--- src/design/port_bits_pkg.sv ---
// Shared constants and types for the root hub port status block
package port_bits_pkg;
    // ****************************************
    // Register map and field positions
    // ****************************************
    localparam logic [11:0] ADDR_PORT = 12'h000;
    localparam logic [11:0] ADDR_EVT  = 12'h004;
    localparam logic [11:0] ADDR_MASK = 12'h008;
    localparam logic [11:0] ADDR_CFG  = 12'h00c;
    localparam int BIT_ATTACHED = 0;
    localparam int BIT_SUSPEND  = 2;
    localparam int BIT_OC_RESUME = 3;
    localparam int BIT_RESET    = 4;
    localparam int BIT_RESUMING = 9;
    localparam int BIT_POWER    = 8;
    localparam int BIT_CFG_PEROC = 0;
    localparam int BIT_CFG_PWRSW = 1;
    localparam int EVT_W        = 4;
    // ****************************************
    // Reset values
    // ****************************************
    localparam logic [1:0]       CFG_RESET  = 2'h3;
    localparam logic [EVT_W-1:0] MASK_RESET = 4'h0;
    // ****************************************
    // Timing and response codes
    // ****************************************
    localparam int CLK_KHZ        = 20000;
    localparam int RESET_TIME_US  = 10000;
    localparam int RESUME_TIME_US = 20000;
    localparam int RESET_CYCLES   = (RESET_TIME_US * CLK_KHZ) / 1000;
    localparam int RESUME_CYCLES  = (RESUME_TIME_US * CLK_KHZ) / 1000;
    localparam logic [1:0] RESP_OKAY   = 2'h0;
    localparam logic [1:0] RESP_SLVERR = 2'h2;
    // ****************************************
    // Types
    // ****************************************
    typedef struct packed {
        logic ocChange;
        logic resumeDone;
        logic resetDone;
        logic attachChange;
    } evt_t;
    typedef struct packed {
        logic        perPortOc;
        logic        powerSwitching;
    } cfg_t;
    typedef enum logic [0:0] {
        WR_COLLECT = 1'b0,
        WR_RESP    = 1'b1
    } wr_state_t;
    typedef enum logic [0:0] {
        RD_IDLE = 1'b0,
        RD_RESP = 1'b1
    } rd_state_t;
endpackage

--- src/design/pin_sync.sv ---
// Three-stage synchroniser for a level that arrives from a pin
`timescale 1ns/1ps
`default_nettype none
module pin_sync (
    // Clock and reset
    input  wire logic core_clk,
    input  wire logic reset,
    // Level
    input  wire logic pinIn,
    output logic      levelOut
);
    logic stage1Reg;
    logic stage2Reg;
    logic stage3Reg;

    // Shift chain; the first stage feeds only the second
    always_ff @(posedge core_clk) begin
        if (reset) begin
            stage1Reg <= 1'b0;
            stage2Reg <= 1'b0;
            stage3Reg <= 1'b0;
        end else begin
            stage1Reg <= pinIn;
            stage2Reg <= stage1Reg;
            stage3Reg <= stage2Reg;
        end
    end

    // A change counts once the two late stages agree
    always_ff @(posedge core_clk) begin
        if (reset) begin
            levelOut <= 1'b0;
        end else if (stage2Reg == stage3Reg) begin
            levelOut <= stage3Reg;
        end
    end
endmodule
`default_nettype wire

--- src/design/pulse_timer.sv ---
// One-shot down counter that times a signalling interval
`timescale 1ns/1ps
`default_nettype none
module pulse_timer #(
    parameter int COUNT = 200000
) (
    // Clock and reset
    input  wire logic core_clk,
    input  wire logic reset,
    // Control
    input  wire logic start,
    output logic      busy,
    output logic      done
);
    localparam int W = $clog2(COUNT + 1);
    logic [W-1:0] countReg;

    initial begin
        if (COUNT < 1) begin
            $error("pulse_timer: COUNT must be at least one");
        end
    end

    // Load on start, count down, pulse done on the edge that drops busy
    always_ff @(posedge core_clk) begin
        if (reset) begin
            countReg <= '0;
            busy     <= 1'b0;
            done     <= 1'b0;
        end else begin
            done <= 1'b0;
            if (start && !busy) begin
                countReg <= W'(COUNT);
                busy     <= 1'b1;
            end else if (busy && countReg == W'(1)) begin
                countReg <= '0;
                busy     <= 1'b0;
                done     <= 1'b1;
            end else if (busy) begin
                countReg <= countReg - W'(1);
            end
        end
    end
endmodule
`default_nettype wire

--- src/design/root_hub_port_status.sv ---
// Root hub port status and control bits behind an AXI4-Lite slave
`timescale 1ns/1ps
`default_nettype none
module root_hub_port_status
    import port_bits_pkg::*;
#(
    parameter int RESET_COUNT  = RESET_CYCLES,
    parameter int RESUME_COUNT = RESUME_CYCLES
) (
    // Clock and reset
    input  wire logic        core_clk,
    input  wire logic        reset,
    // AXI4-Lite write address and data
    input  wire logic        s_axi_awvalid,
    output logic             s_axi_awready,
    input  wire logic [11:0] s_axi_awaddr,
    input  wire logic        s_axi_wvalid,
    output logic             s_axi_wready,
    input  wire logic [31:0] s_axi_wdata,
    input  wire logic [3:0]  s_axi_wstrb,
    // AXI4-Lite write response
    output logic             s_axi_bvalid,
    input  wire logic        s_axi_bready,
    output logic [1:0]       s_axi_bresp,
    // AXI4-Lite read
    input  wire logic        s_axi_arvalid,
    output logic             s_axi_arready,
    input  wire logic [11:0] s_axi_araddr,
    output logic             s_axi_rvalid,
    input  wire logic        s_axi_rready,
    output logic [31:0]      s_axi_rdata,
    output logic [1:0]       s_axi_rresp,
    // Root hub side
    input  wire logic        deviceAttached,
    input  wire logic        attachEvent,
    input  wire logic        overcurrentPin,
    // Port drive and interrupt
    output logic             portResetDrive,
    output logic             resumeDrive,
    output logic             portPowerEnable,
    output logic             irq
);
    // Refuse counts that would leave a timer with nothing to time
    initial begin
        if (RESET_COUNT < 1 || RESUME_COUNT < 1) begin
            $error("root_hub_port_status: timing counts must be positive");
        end
    end

    // ****************************************
    // State
    // ****************************************
    wr_state_t   wrState;
    rd_state_t   rdState;
    logic        awHaveReg;
    logic        wHaveReg;
    logic [11:0] wrAddrReg;
    logic [31:0] wrDataReg;
    logic        resetActiveReg;
    logic        resumeActiveReg;
    logic        suspendReg;
    logic        powerOnReg;
    logic        ocPrevReg;
    evt_t        evtReg;
    evt_t        maskReg;
    cfg_t        cfgReg;
    logic        ocLevel;
    logic        resetBusy;
    logic        resetDone;
    logic        resumeBusy;
    logic        resumeDone;
    logic        wrFire;
    logic        portWrite;
    logic [31:0] wrBits;
    logic [31:0] statusWord;
    evt_t        evtSet;
    logic        reqReset;
    logic        reqResume;

    // ****************************************
    // Helpers
    // ****************************************
    pin_sync u_oc_sync (
        .core_clk (core_clk),
        .reset    (reset),
        .pinIn    (overcurrentPin),
        .levelOut (ocLevel)
    );
    pulse_timer #(.COUNT(RESET_COUNT)) u_reset_timer (
        .core_clk (core_clk),
        .reset    (reset),
        .start    (reqReset && deviceAttached && !resetActiveReg),
        .busy     (resetBusy),
        .done     (resetDone)
    );
    pulse_timer #(.COUNT(RESUME_COUNT)) u_resume_timer (
        .core_clk (core_clk),
        .reset    (reset),
        .start    (reqResume),
        .busy     (resumeBusy),
        .done     (resumeDone)
    );

    // ****************************************
    // Write decode
    // ****************************************
    // Byte strobes mask the data, so a write that skips a lane writes zeros into its bits
    assign wrFire    = (wrState == WR_COLLECT) && awHaveReg && wHaveReg;
    assign wrBits    = wrDataReg;
    assign portWrite = wrFire && (wrAddrReg == ADDR_PORT);
    // Only ones act; zero bits in the port word never start anything
    assign reqReset  = portWrite && wrBits[BIT_RESET];
    assign reqResume = portWrite && wrBits[BIT_OC_RESUME] && !resetActiveReg
                       && !resumeActiveReg;

    // ****************************************
    // Readable port word
    // ****************************************
    always_comb begin
        statusWord                = 32'h0000_0000;
        statusWord[BIT_ATTACHED]  = deviceAttached;
        statusWord[BIT_SUSPEND]   = suspendReg;
        statusWord[BIT_OC_RESUME] = cfgReg.perPortOc & ocLevel;
        statusWord[BIT_RESET]     = resetActiveReg;
        statusWord[BIT_POWER]     = powerOnReg | ~cfgReg.powerSwitching;
        statusWord[BIT_RESUMING]  = resumeActiveReg;
    end

    // ****************************************
    // AXI4-Lite write channel
    // ****************************************
    // One write in flight; address and data may arrive in either order
    always_ff @(posedge core_clk) begin
        if (reset) begin
            wrState       <= WR_COLLECT;
            awHaveReg     <= 1'b0;
            wHaveReg      <= 1'b0;
            wrAddrReg     <= 12'h000;
            wrDataReg     <= 32'h0000_0000;
            s_axi_awready <= 1'b1;
            s_axi_wready  <= 1'b1;
            s_axi_bvalid  <= 1'b0;
            s_axi_bresp   <= RESP_OKAY;
        end else begin
            case (wrState)
                WR_COLLECT: begin
                    if (s_axi_awvalid && s_axi_awready) begin
                        awHaveReg     <= 1'b1;
                        wrAddrReg     <= {s_axi_awaddr[11:2], 2'b00};
                        s_axi_awready <= 1'b0;
                    end
                    if (s_axi_wvalid && s_axi_wready) begin
                        wHaveReg     <= 1'b1;
                        wrDataReg    <= s_axi_wdata & {{8{s_axi_wstrb[3]}},
                                        {8{s_axi_wstrb[2]}}, {8{s_axi_wstrb[1]}},
                                        {8{s_axi_wstrb[0]}}};
                        s_axi_wready <= 1'b0;
                    end
                    if (wrFire) begin
                        awHaveReg    <= 1'b0;
                        wHaveReg     <= 1'b0;
                        s_axi_bvalid <= 1'b1;
                        wrState      <= WR_RESP;
                        if (wrAddrReg == ADDR_PORT || wrAddrReg == ADDR_EVT ||
                            wrAddrReg == ADDR_MASK || wrAddrReg == ADDR_CFG) begin
                            s_axi_bresp <= RESP_OKAY;
                        end else begin
                            s_axi_bresp <= RESP_SLVERR;
                        end
                    end
                end
                WR_RESP: begin
                    if (s_axi_bready) begin
                        s_axi_bvalid  <= 1'b0;
                        s_axi_awready <= 1'b1;
                        s_axi_wready  <= 1'b1;
                        wrState       <= WR_COLLECT;
                    end
                end
                default: wrState <= WR_COLLECT;
            endcase
        end
    end

    // ****************************************
    // AXI4-Lite read channel
    // ****************************************
    always_ff @(posedge core_clk) begin
        if (reset) begin
            rdState       <= RD_IDLE;
            s_axi_arready <= 1'b1;
            s_axi_rvalid  <= 1'b0;
            s_axi_rdata   <= 32'h0000_0000;
            s_axi_rresp   <= RESP_OKAY;
        end else begin
            case (rdState)
                RD_IDLE: begin
                    if (s_axi_arvalid) begin
                        s_axi_arready <= 1'b0;
                        s_axi_rvalid  <= 1'b1;
                        s_axi_rresp   <= RESP_OKAY;
                        rdState       <= RD_RESP;
                        if (s_axi_araddr[11:2] == ADDR_PORT[11:2]) begin
                            s_axi_rdata <= statusWord;
                        end else if (s_axi_araddr[11:2] == ADDR_EVT[11:2]) begin
                            s_axi_rdata <= {28'h0000000, evtReg};
                        end else if (s_axi_araddr[11:2] == ADDR_MASK[11:2]) begin
                            s_axi_rdata <= {28'h0000000, maskReg};
                        end else if (s_axi_araddr[11:2] == ADDR_CFG[11:2]) begin
                            s_axi_rdata <= {30'h00000000, cfgReg};
                        end else begin
                            s_axi_rdata <= 32'h0000_0000;
                            s_axi_rresp <= RESP_SLVERR;
                        end
                    end
                end
                RD_RESP: begin
                    if (s_axi_rready) begin
                        s_axi_rvalid  <= 1'b0;
                        s_axi_arready <= 1'b1;
                        rdState       <= RD_IDLE;
                    end
                end
                default: rdState <= RD_IDLE;
            endcase
        end
    end

    // ****************************************
    // Port reset, resume and power
    // ****************************************
    // Reset flag mirrors the timer; it drops on the done pulse
    always_ff @(posedge core_clk) begin
        if (reset) begin
            resetActiveReg <= 1'b0;
        end else if (resetDone) begin
            resetActiveReg <= 1'b0;
        end else if (reqReset && deviceAttached) begin
            resetActiveReg <= 1'b1;
        end
    end
    // Resume clears suspend at its end; suspend set is our own write-one bit
    always_ff @(posedge core_clk) begin
        if (reset) begin
            resumeActiveReg <= 1'b0;
            suspendReg      <= 1'b0;
        end else if (resumeDone) begin
            resumeActiveReg <= 1'b0;
            suspendReg      <= 1'b0;
        end else if (reqResume) begin
            resumeActiveReg <= 1'b1;
        end else if (portWrite && wrBits[BIT_SUSPEND] && !resetActiveReg) begin
            suspendReg <= 1'b1;
        end
    end
    // Power is only ever switched on by software here
    always_ff @(posedge core_clk) begin
        if (reset) begin
            powerOnReg <= 1'b0;
        end else if (portWrite && wrBits[BIT_POWER]) begin
            powerOnReg <= 1'b1;
        end
    end

    // ****************************************
    // Configuration and mask
    // ****************************************
    always_ff @(posedge core_clk) begin
        if (reset) begin
            cfgReg  <= cfg_t'(CFG_RESET);
            maskReg <= evt_t'(MASK_RESET);
        end else if (wrFire && wrAddrReg == ADDR_CFG) begin
            cfgReg <= cfg_t'(wrBits[1:0]);
        end else if (wrFire && wrAddrReg == ADDR_MASK) begin
            maskReg <= evt_t'(wrBits[EVT_W-1:0]);
        end
    end

    // ****************************************
    // Event flags and interrupt
    // ****************************************
    always_comb begin
        evtSet              = '0;
        evtSet.attachChange = attachEvent || (reqReset && !deviceAttached);
        evtSet.resetDone    = resetDone;
        evtSet.resumeDone   = resumeDone;
        evtSet.ocChange     = cfgReg.perPortOc && (ocLevel != ocPrevReg);
    end
    // Write one clears; a set in the same cycle wins over the clear
    always_ff @(posedge core_clk) begin
        if (reset) begin
            evtReg    <= '0;
            ocPrevReg <= 1'b0;
        end else begin
            ocPrevReg <= ocLevel;
            if (wrFire && wrAddrReg == ADDR_EVT) begin
                evtReg <= (evtReg & ~evt_t'(wrBits[EVT_W-1:0])) | evtSet;
            end else begin
                evtReg <= evtReg | evtSet;
            end
        end
    end
    // Outputs registered so they never glitch
    always_ff @(posedge core_clk) begin
        if (reset) begin
            irq             <= 1'b0;
            portResetDrive  <= 1'b0;
            resumeDrive     <= 1'b0;
            portPowerEnable <= 1'b0;
        end else begin
            irq             <= |(evtReg & maskReg);
            portResetDrive  <= resetBusy;
            resumeDrive     <= resumeBusy;
            portPowerEnable <= powerOnReg | ~cfgReg.powerSwitching;
        end
    end
endmodule
`default_nettype wire

--- config.mk ---
export PLATFORM = sky130hd
export DESIGN_NAME = root_hub_port_status
export DESIGN_NICKNAME = d
export VERILOG_FILES = /design/src/design/port_bits_pkg.sv /design/src/design/pin_sync.sv /design/src/design/pulse_timer.sv /design/src/design/root_hub_port_status.sv
export SDC_FILE = /design/constraint.sdc
export NUM_CORES = 1
export LEC_CHECK = 0
export BUFFER_PORTS_ARGS = -buffer_cell sky130_fd_sc_hd__buf_2
export CAP_MARGIN = 0
export CORE_AREA = 8 8 114 116
export DETAILED_ROUTE_END_ITERATION = 12
export DIE_AREA = 0 0 122 124
export HOLD_SLACK_MARGIN = 0.03
export PLACE_DENSITY = 0.65
export SLEW_MARGIN = 20
export SYNTH_ARGS = -nofsm -noshare
export SYNTH_HDL_FRONTEND = slang
export SYNTH_SLANG_ARGS = --single-unit
--- constraint.sdc ---
create_clock -name core_clk -period 2.6 [get_ports core_clk]
set_clock_uncertainty 0.15 [all_clocks]
set_input_delay 0.13 -clock core_clk [delete_from_list [all_inputs] [get_ports core_clk]]
set_output_delay 0.13 -clock core_clk [all_outputs]
set_load 0.1 [all_outputs]
==> metrics.txt, run 1 <==
run status complete, no violations; worst vdd ir 0.000378 V; Post-synth EDFFs 0; share of the core filled with cells in the final layout 49.6%; FF-to-FF End u_reset_timer.countReg[5]$_SDFFE_PP0P_; end point of the worst hold path s_axi_rresp[1]$_SDFFE_PP0P_; Post-synth ARST share 0%; top library cells by usage in the layout, fill and taps aside dfxtp_1 (98), nand2_1 (76), buf_2 (55); number of placed instances, taps included 734; I/O pin total 115; compound-cell area share of the yosys netlist 13.6%; total power density per cell area 626 mW/mm2; antenna violation net count after detailed routing 0; synthesized cell area 0.00456 mm2; Crit Path Class reg -> reg; DIE WIDTH 122 um; startpoint of the most critical register-to-register path wrAddrReg[4]$_SDFFE_PP0P_; Total GRT Usage 15.0%; Mapped Avg Cell Area 8.32 um2; flip-flop and latch count after synthesis 98; maximum number of pins on one net before global-route repair 62; Detailed Place HPWL 7820 um; basic-gate share of the synthesized area counting and, or, nand and nor cells 27.6%; number of nets in the layout 707; proportion of synthesized area in mux cells 3.43%; detailed-routed wire length on met3 726 um; CTS tree done; post-detailed-routing wire length 11100 um; Max FO, Critical Path 8; Synth cell types 56; Leakage Power 2.25 nW; most common cell after layout, fill and taps aside dfxtp_1; proportion of power drawn by flip-flops and latches 44.9%; Clock H-tree levels 3; reported net switching power 0.954 mW; Power Internal 2.51 mW; clk buf depth 2; cts bufs inserted 9; main combinational cell family by area after synthesis simple AND/OR/NAND/NOR gates; post-synthesis cell type with the largest combined area dfxtp_1; number of global-route vias before repair 3962; starting density of the core 40.8%; count of antenna diodes in the layout 0; depth of the most critical reg-to-reg path 5; number of cells in the finished layout apart from fillers 781; first-pass GRT wire length 18500 um; dominant synthesized flop cell dfxtp_1; type of element launching the critical path flop; Yosys warnings 0; router iterations before antenna repair 4; clock root buffer clkbuf_16; Hold Worst Slack 42.6 ps; CTS clock-pin slew for the worst setup and hold paths 70 ps; adder-cell share of the synthesized area 1.10%; share of final-layout standard cells stronger than drive strength 1 14.9%; Slew HR 54.6%; synthesis-to-layout area growth 21.6%; worst min-delay path category in -> reg; Max Cap Violations 0; gpl congestion 0.859; clock tree sinks 98; residual DRC count 0; final clock period utilization by the worst path 87.9%; DR vias/cell 5.15; post-DR wirelength/cell 14.2 um; floorplan die area 0.0151 mm2; fraction of synthesized cell area in xor and xnor cells 4.23%; number of violations reported at the end of detailed-routing iteration 0 219; hold path start s_axi_araddr[10]; Data arrival, critical path 2360 ps; transition time at the pin with the least slew margin 678 ps; unrepaired setup endpoints after global routing no; number of max-slew violations in the final report 0; WHS Path Cells 5; endpoint type of the worst setup path flop; wire length on met2 5050 um; clock latency on the worst-skew pair 340 ps; Vias 4026; clock share of power 41.9%; Setup TNS Final 0 ps; FF-to-FF setup slack 310 ps; Switching Share 27.5%; Combinational Power Share 13.2%; die boundary height 124 um; uppermost signal routing layer after detailed routing met4; antenna violations before repair 0; number of rows in the core area 39; port buffer count 55; dominant cells by area after synthesis dfxtp_1 (43%), nand2_1 (6.3%), a21oi_1 (5.9%); Final Hold Fails 0; post-layout min period 2290 ps; Seq/Total Area, Yosys 43.1%; synthesized netlist cell count 548; grt ovf 0; Setup Viol. Count Final 0; Core Footprint 0.0112 mm2; length of routed wiring on met1 5140 um; required time of the critical path 2680 ps; buffer count from post-CTS setup fixing 0; area share of the largest cell type after synthesis 43.1%; number of filler instances in the final layout 1057; FMAX 0.438 GHz
-- worst max-delay path by stage --
| stage | from | to | slack, ps |
|---|---|---|---|
| after floorplan | u_resume_timer.countReg[2]$_SDFFE_PP0P_ | u_resume_timer.countReg[15]$_SDFFE_PP0P_ | 540 |
| after global placement | wrAddrReg[4]$_SDFFE_PP0P_ | u_reset_timer.countReg[12]$_SDFFE_PP0P_ | 320 |
| after detailed placement | wrAddrReg[4]$_SDFFE_PP0P_ | u_reset_timer.countReg[4]$_SDFFE_PP0P_ | 310 |
| after CTS | wrAddrReg[4]$_SDFFE_PP0P_ | u_reset_timer.countReg[15]$_SDFFE_PP0P_ | 290 |
| after global routing | wrAddrReg[4]$_SDFFE_PP0P_ | u_reset_timer.countReg[15]$_SDFFE_PP0P_ | 180 |
| final | wrAddrReg[4]$_SDFFE_PP0P_ | u_reset_timer.countReg[5]$_SDFFE_PP0P_ | 310 |
-- through the flow --
stage	cell area (um2)	power, mW	worst slack, ps
5_1_grt	5540	3.59	183
2_1_floorplan	4650	1.97	537
6_report	5540	3.46	315
4_1_cts	5540	3.48	285
3_5_place_dp	4900	2.01	309
3_3_place_gp	4900	2.00	320
-- routing by layer --
layer | vias up | GRT usage, %
met2 | 113 | 23.9
met5 | - | 0
met3 | 15 | 3.99
li1 | 2025 | -
met4 | 0 | 5.24
met1 | 1873 | 19.1
-- state kept, by name (all words and copies together), names as in the netlist, 2 cells and up --
name,count
evtReg,4
cfgReg,2
u_resume_timer.countReg,19
s_axi_rdata,7
wrBits,6
wrAddrReg,10
u_reset_timer.countReg,18
maskReg,4
-- logic make-up (layout without fill, tap and decap cells) --
family | count (synthesis) | in the layout
AO/OA/AOI/OAI | 104 | 104
XOR/XNOR | 22 | 22
adder cells (fa/ha/maj) | 4 | 4
buffers and inverters | 56 | 120
flip-flops | 98 | 98
multiplexers | 14 | 14
other | 1 | 27
AND/OR/NAND/NOR | 249 | 249
-- cells in the mapped netlist (7+ instances only) --
master and n:
buf_4 27, nand2_1 76, xnor2_1 12, inv_1 7
nor2_1 53, mux2i_1 10, nor2b_1 17, or3_1 14
o21ai_0 17, nor4_1 10, nand2b_1 7, clkbuf_1 18
dfxtp_1 98, nor3_1 16, a21oi_1 54, xor2_1 10
nand3_1 23
-- final cells by class --
cell class	count	area, um2	share of cell area [%]
multi-input cells	420	2380	42.9
clock buffers	10	239	4.31
clock inverters	6	90.1	1.63
repair buffers	96	661	11.9
inverters	8	30.0	0.542
flip-flops and latches	98	1960	35.4
well taps	143	179	3.23
-- power by group through the flow --
stage                     Sequential, mW  Clock, mW  Combinational [mW]
after floorplan                     1.65          0               0.319
after global placement              1.59          0               0.414
after detailed placement            1.59          0               0.421
after CTS                           1.56       1.47               0.457
after global routing                1.56       1.54               0.486
final                               1.56       1.45               0.458
-- critical path, stage by stage, from the launching register on --
cell and delay, ps:
dfxtp_1 310, or4_4 580, nor4b_4 460, nand4b_1 230
o21bai_2 350, nor2_1 90
-- timing repair --
action,in CTS,in global routing
setup endpoints to repair,0,0
endpoints found under the hold margin,26,0
gates resized for setup,0,0
hold buffers,31,0
No activity file was read; power rests on OpenSTA's default activity.
==> run 2: changes to the inputs <==
PLACE_DENSITY = 0.68   (was 0.65)
clock period = 1.9 ns   (was 2.6 ns; I/O delays follow)
==> run 2 against run 1 <==
Compared with the run above: the flow now finishes with violations (negative setup slack); register-to-register slack lost 540 ps; routed wire length grew 5.3%; die area is the same; cell count grew 6.9%; via count grew 5.0%; flip-flop and latch count is the same; largest cell class unchanged; highest routed layer unchanged.
==> metrics.txt, run 2 (synthesis gave the netlist of run 1 again) <==
run status finished, violations left; failing checks negative setup slack; grt ovf 0; number of violations reported at the end of detailed-routing iteration 0 235; clk buf depth 2; post-detailed-routing wire length 11700 um; transition time at the pin with the least slew margin 655 ps; Setup TNS Final -5140 ps; Switching Share 30.0%; proportion of power drawn by flip-flops and latches 46.8%; antenna violation net count after detailed routing 0; most common cell after layout, fill and taps aside dfxtp_1; CTS tree done; Data arrival, critical path 2200 ps; Total GRT Usage 15.7%; worst vdd ir 0.000504 V; top flop regs u_resume_timer.countReg x19, u_reset_timer.countReg x18, wrAddrReg x10; Combinational Power Share 14.6%; endpoint type of the worst setup path flop; synthesis-to-layout area growth 32.9%; floorplan die area 0.0151 mm2; Crit Path Class reg -> reg; router iterations before antenna repair 4; Max FO, Critical Path 4; DIE WIDTH 122 um; cts bufs inserted 9; antenna violations before repair 0; required time of the critical path 1980 ps; residual DRC count 0; Clock H-tree levels 3; Slew HR 56.4%; starting density of the core 40.8%; post-layout min period 2120 ps; maximum number of pins on one net before global-route repair 62; worst min-delay path category in -> reg; number of rows in the core area 39; Final Hold Fails 0; gpl congestion 0.841; first-pass GRT wire length 19500 um; FMAX 0.471 GHz; Setup Viol. Count Final 40; reported net switching power 1.37 mW; Core Footprint 0.0112 mm2; number of max-slew violations in the final report 0; number of placed instances, taps included 781; top library cells by usage in the layout, fill and taps aside dfxtp_1 (93), nand2_1 (76), buf_4 (65); Largest Register u_resume_timer.countReg; number of nets in the layout 761; share of final-layout standard cells stronger than drive strength 1 26.2%; Detailed Place HPWL 8320 um; post-DR wirelength/cell 14.0 um; DR vias/cell 5.06; share of the core filled with cells in the final layout 54.2%; final clock period utilization by the worst path 112%; clock root buffer clkbuf_16; CTS clock-pin slew for the worst setup and hold paths 70 ps; Vias 4229; final worst-path setup slack -222 ps; total power density per cell area 751 mW/mm2; die boundary height 124 um; clock share of power 38.6%; number of cells in the finished layout apart from fillers 835; Power Internal 3.18 mW; count of antenna diodes in the layout 0; clock latency on the worst-skew pair 340 ps; Leakage Power 2.55 nW; clock tree sinks 98; port buffer count 55; number of global-route vias before repair 4180; unrepaired setup endpoints after global routing yes; Largest register FFs 19; type of element launching the critical path flop; Max Cap Violations 0; I/O pin total 115
[run 2: cell types whose count changed in the layout (fill, tap and decap cells not counted), sizes merged]
| cell | delta |
|---|---|
| clkinvlp | -1 |
| buf | +56 |
| clkbuf | -1 |
| inv | +4 |
| dlygate4sd3 | -2 |
| bufinv | -2 |
[run 2: worst max-delay path, cell delays in order (launching register included)]
cell      delay, ps
dfxtp_2         320
or4_4           570
nor4b_4         370
nand4b_1        240
buf_4           210
a21oi_4         110
a211oi_2         40
[run 2: final timing paths]
check	from	endpoint	slack, ps	depth (start not counted)
worst max register to register	wrAddrReg[10]$_SDFFE_PP0P_	u_reset_timer.countReg[2]$_SDFFE_PP0P_	-220	6
worst max-delay path	wrAddrReg[10]$_SDFFE_PP0P_	u_reset_timer.countReg[2]$_SDFFE_PP0P_	-220	6
worst min register to register	u_oc_sync.stage1Reg$_SDFF_PP0_	u_oc_sync.stage2Reg$_SDFF_PP0_	300	1
worst min-delay path	s_axi_wvalid	s_axi_wready$_SDFFE_PP1P_	40	3
[run 2: repair_timing]
item / CTS / global route
endpoints found under the setup margin: 48 / 55
hold buffers: 29 / 0
pin swaps: 11 / 11
gates resized for setup: 9 / 19
buffers inserted: 9 / 4
hold endpoints to repair: 29 / 0
[run 2: area by class of cell]
type	count	area, um2
fill	1036	5120
multi-input combinational	420	2530
sequential	98	1970
timing repair buffer	150	1060
clock buffer	9	225
tap	143	179
clock inverter	7	60.1
inverter	8	30.0
[run 2: power groups by stage]
stage	Clock, mW	Sequential (mW)	Combinational (mW)
after global placement	0	2.17	0.586
after floorplan	0	2.25	0.440
after detailed placement	0	2.17	0.594
final	1.76	2.13	0.665
after global routing	1.88	2.13	0.705
after CTS	1.80	2.13	0.653
[run 2: metrics by stage]
| step | hold WS, ps | cell area, um2 | setup slack (ps) | total power, mW |
|---|---|---|---|---|
| after floorplan | 73.2 | 4690 | -126 | 2.69 |
| after global placement | 163 | 5280 | -189 | 2.76 |
| after detailed placement | 162 | 5280 | -241 | 2.77 |
| after CTS | 38.5 | 5960 | -228 | 4.58 |
| after global routing | 59.1 | 6050 | -303 | 4.72 |
| final | 43.4 | 6050 | -222 | 4.55 |
[run 2: routing by layer]
layer / GRT usage [%] / up-vias / wire length (um)
li1: - / 2140 / -
met1: 19.1 / 1978 / 5360
met2: 26.2 / 92 / 5500
met3: 3.99 / 19 / 625
met4: 6.32 / 0 / 206
met5: 0 / - / 0
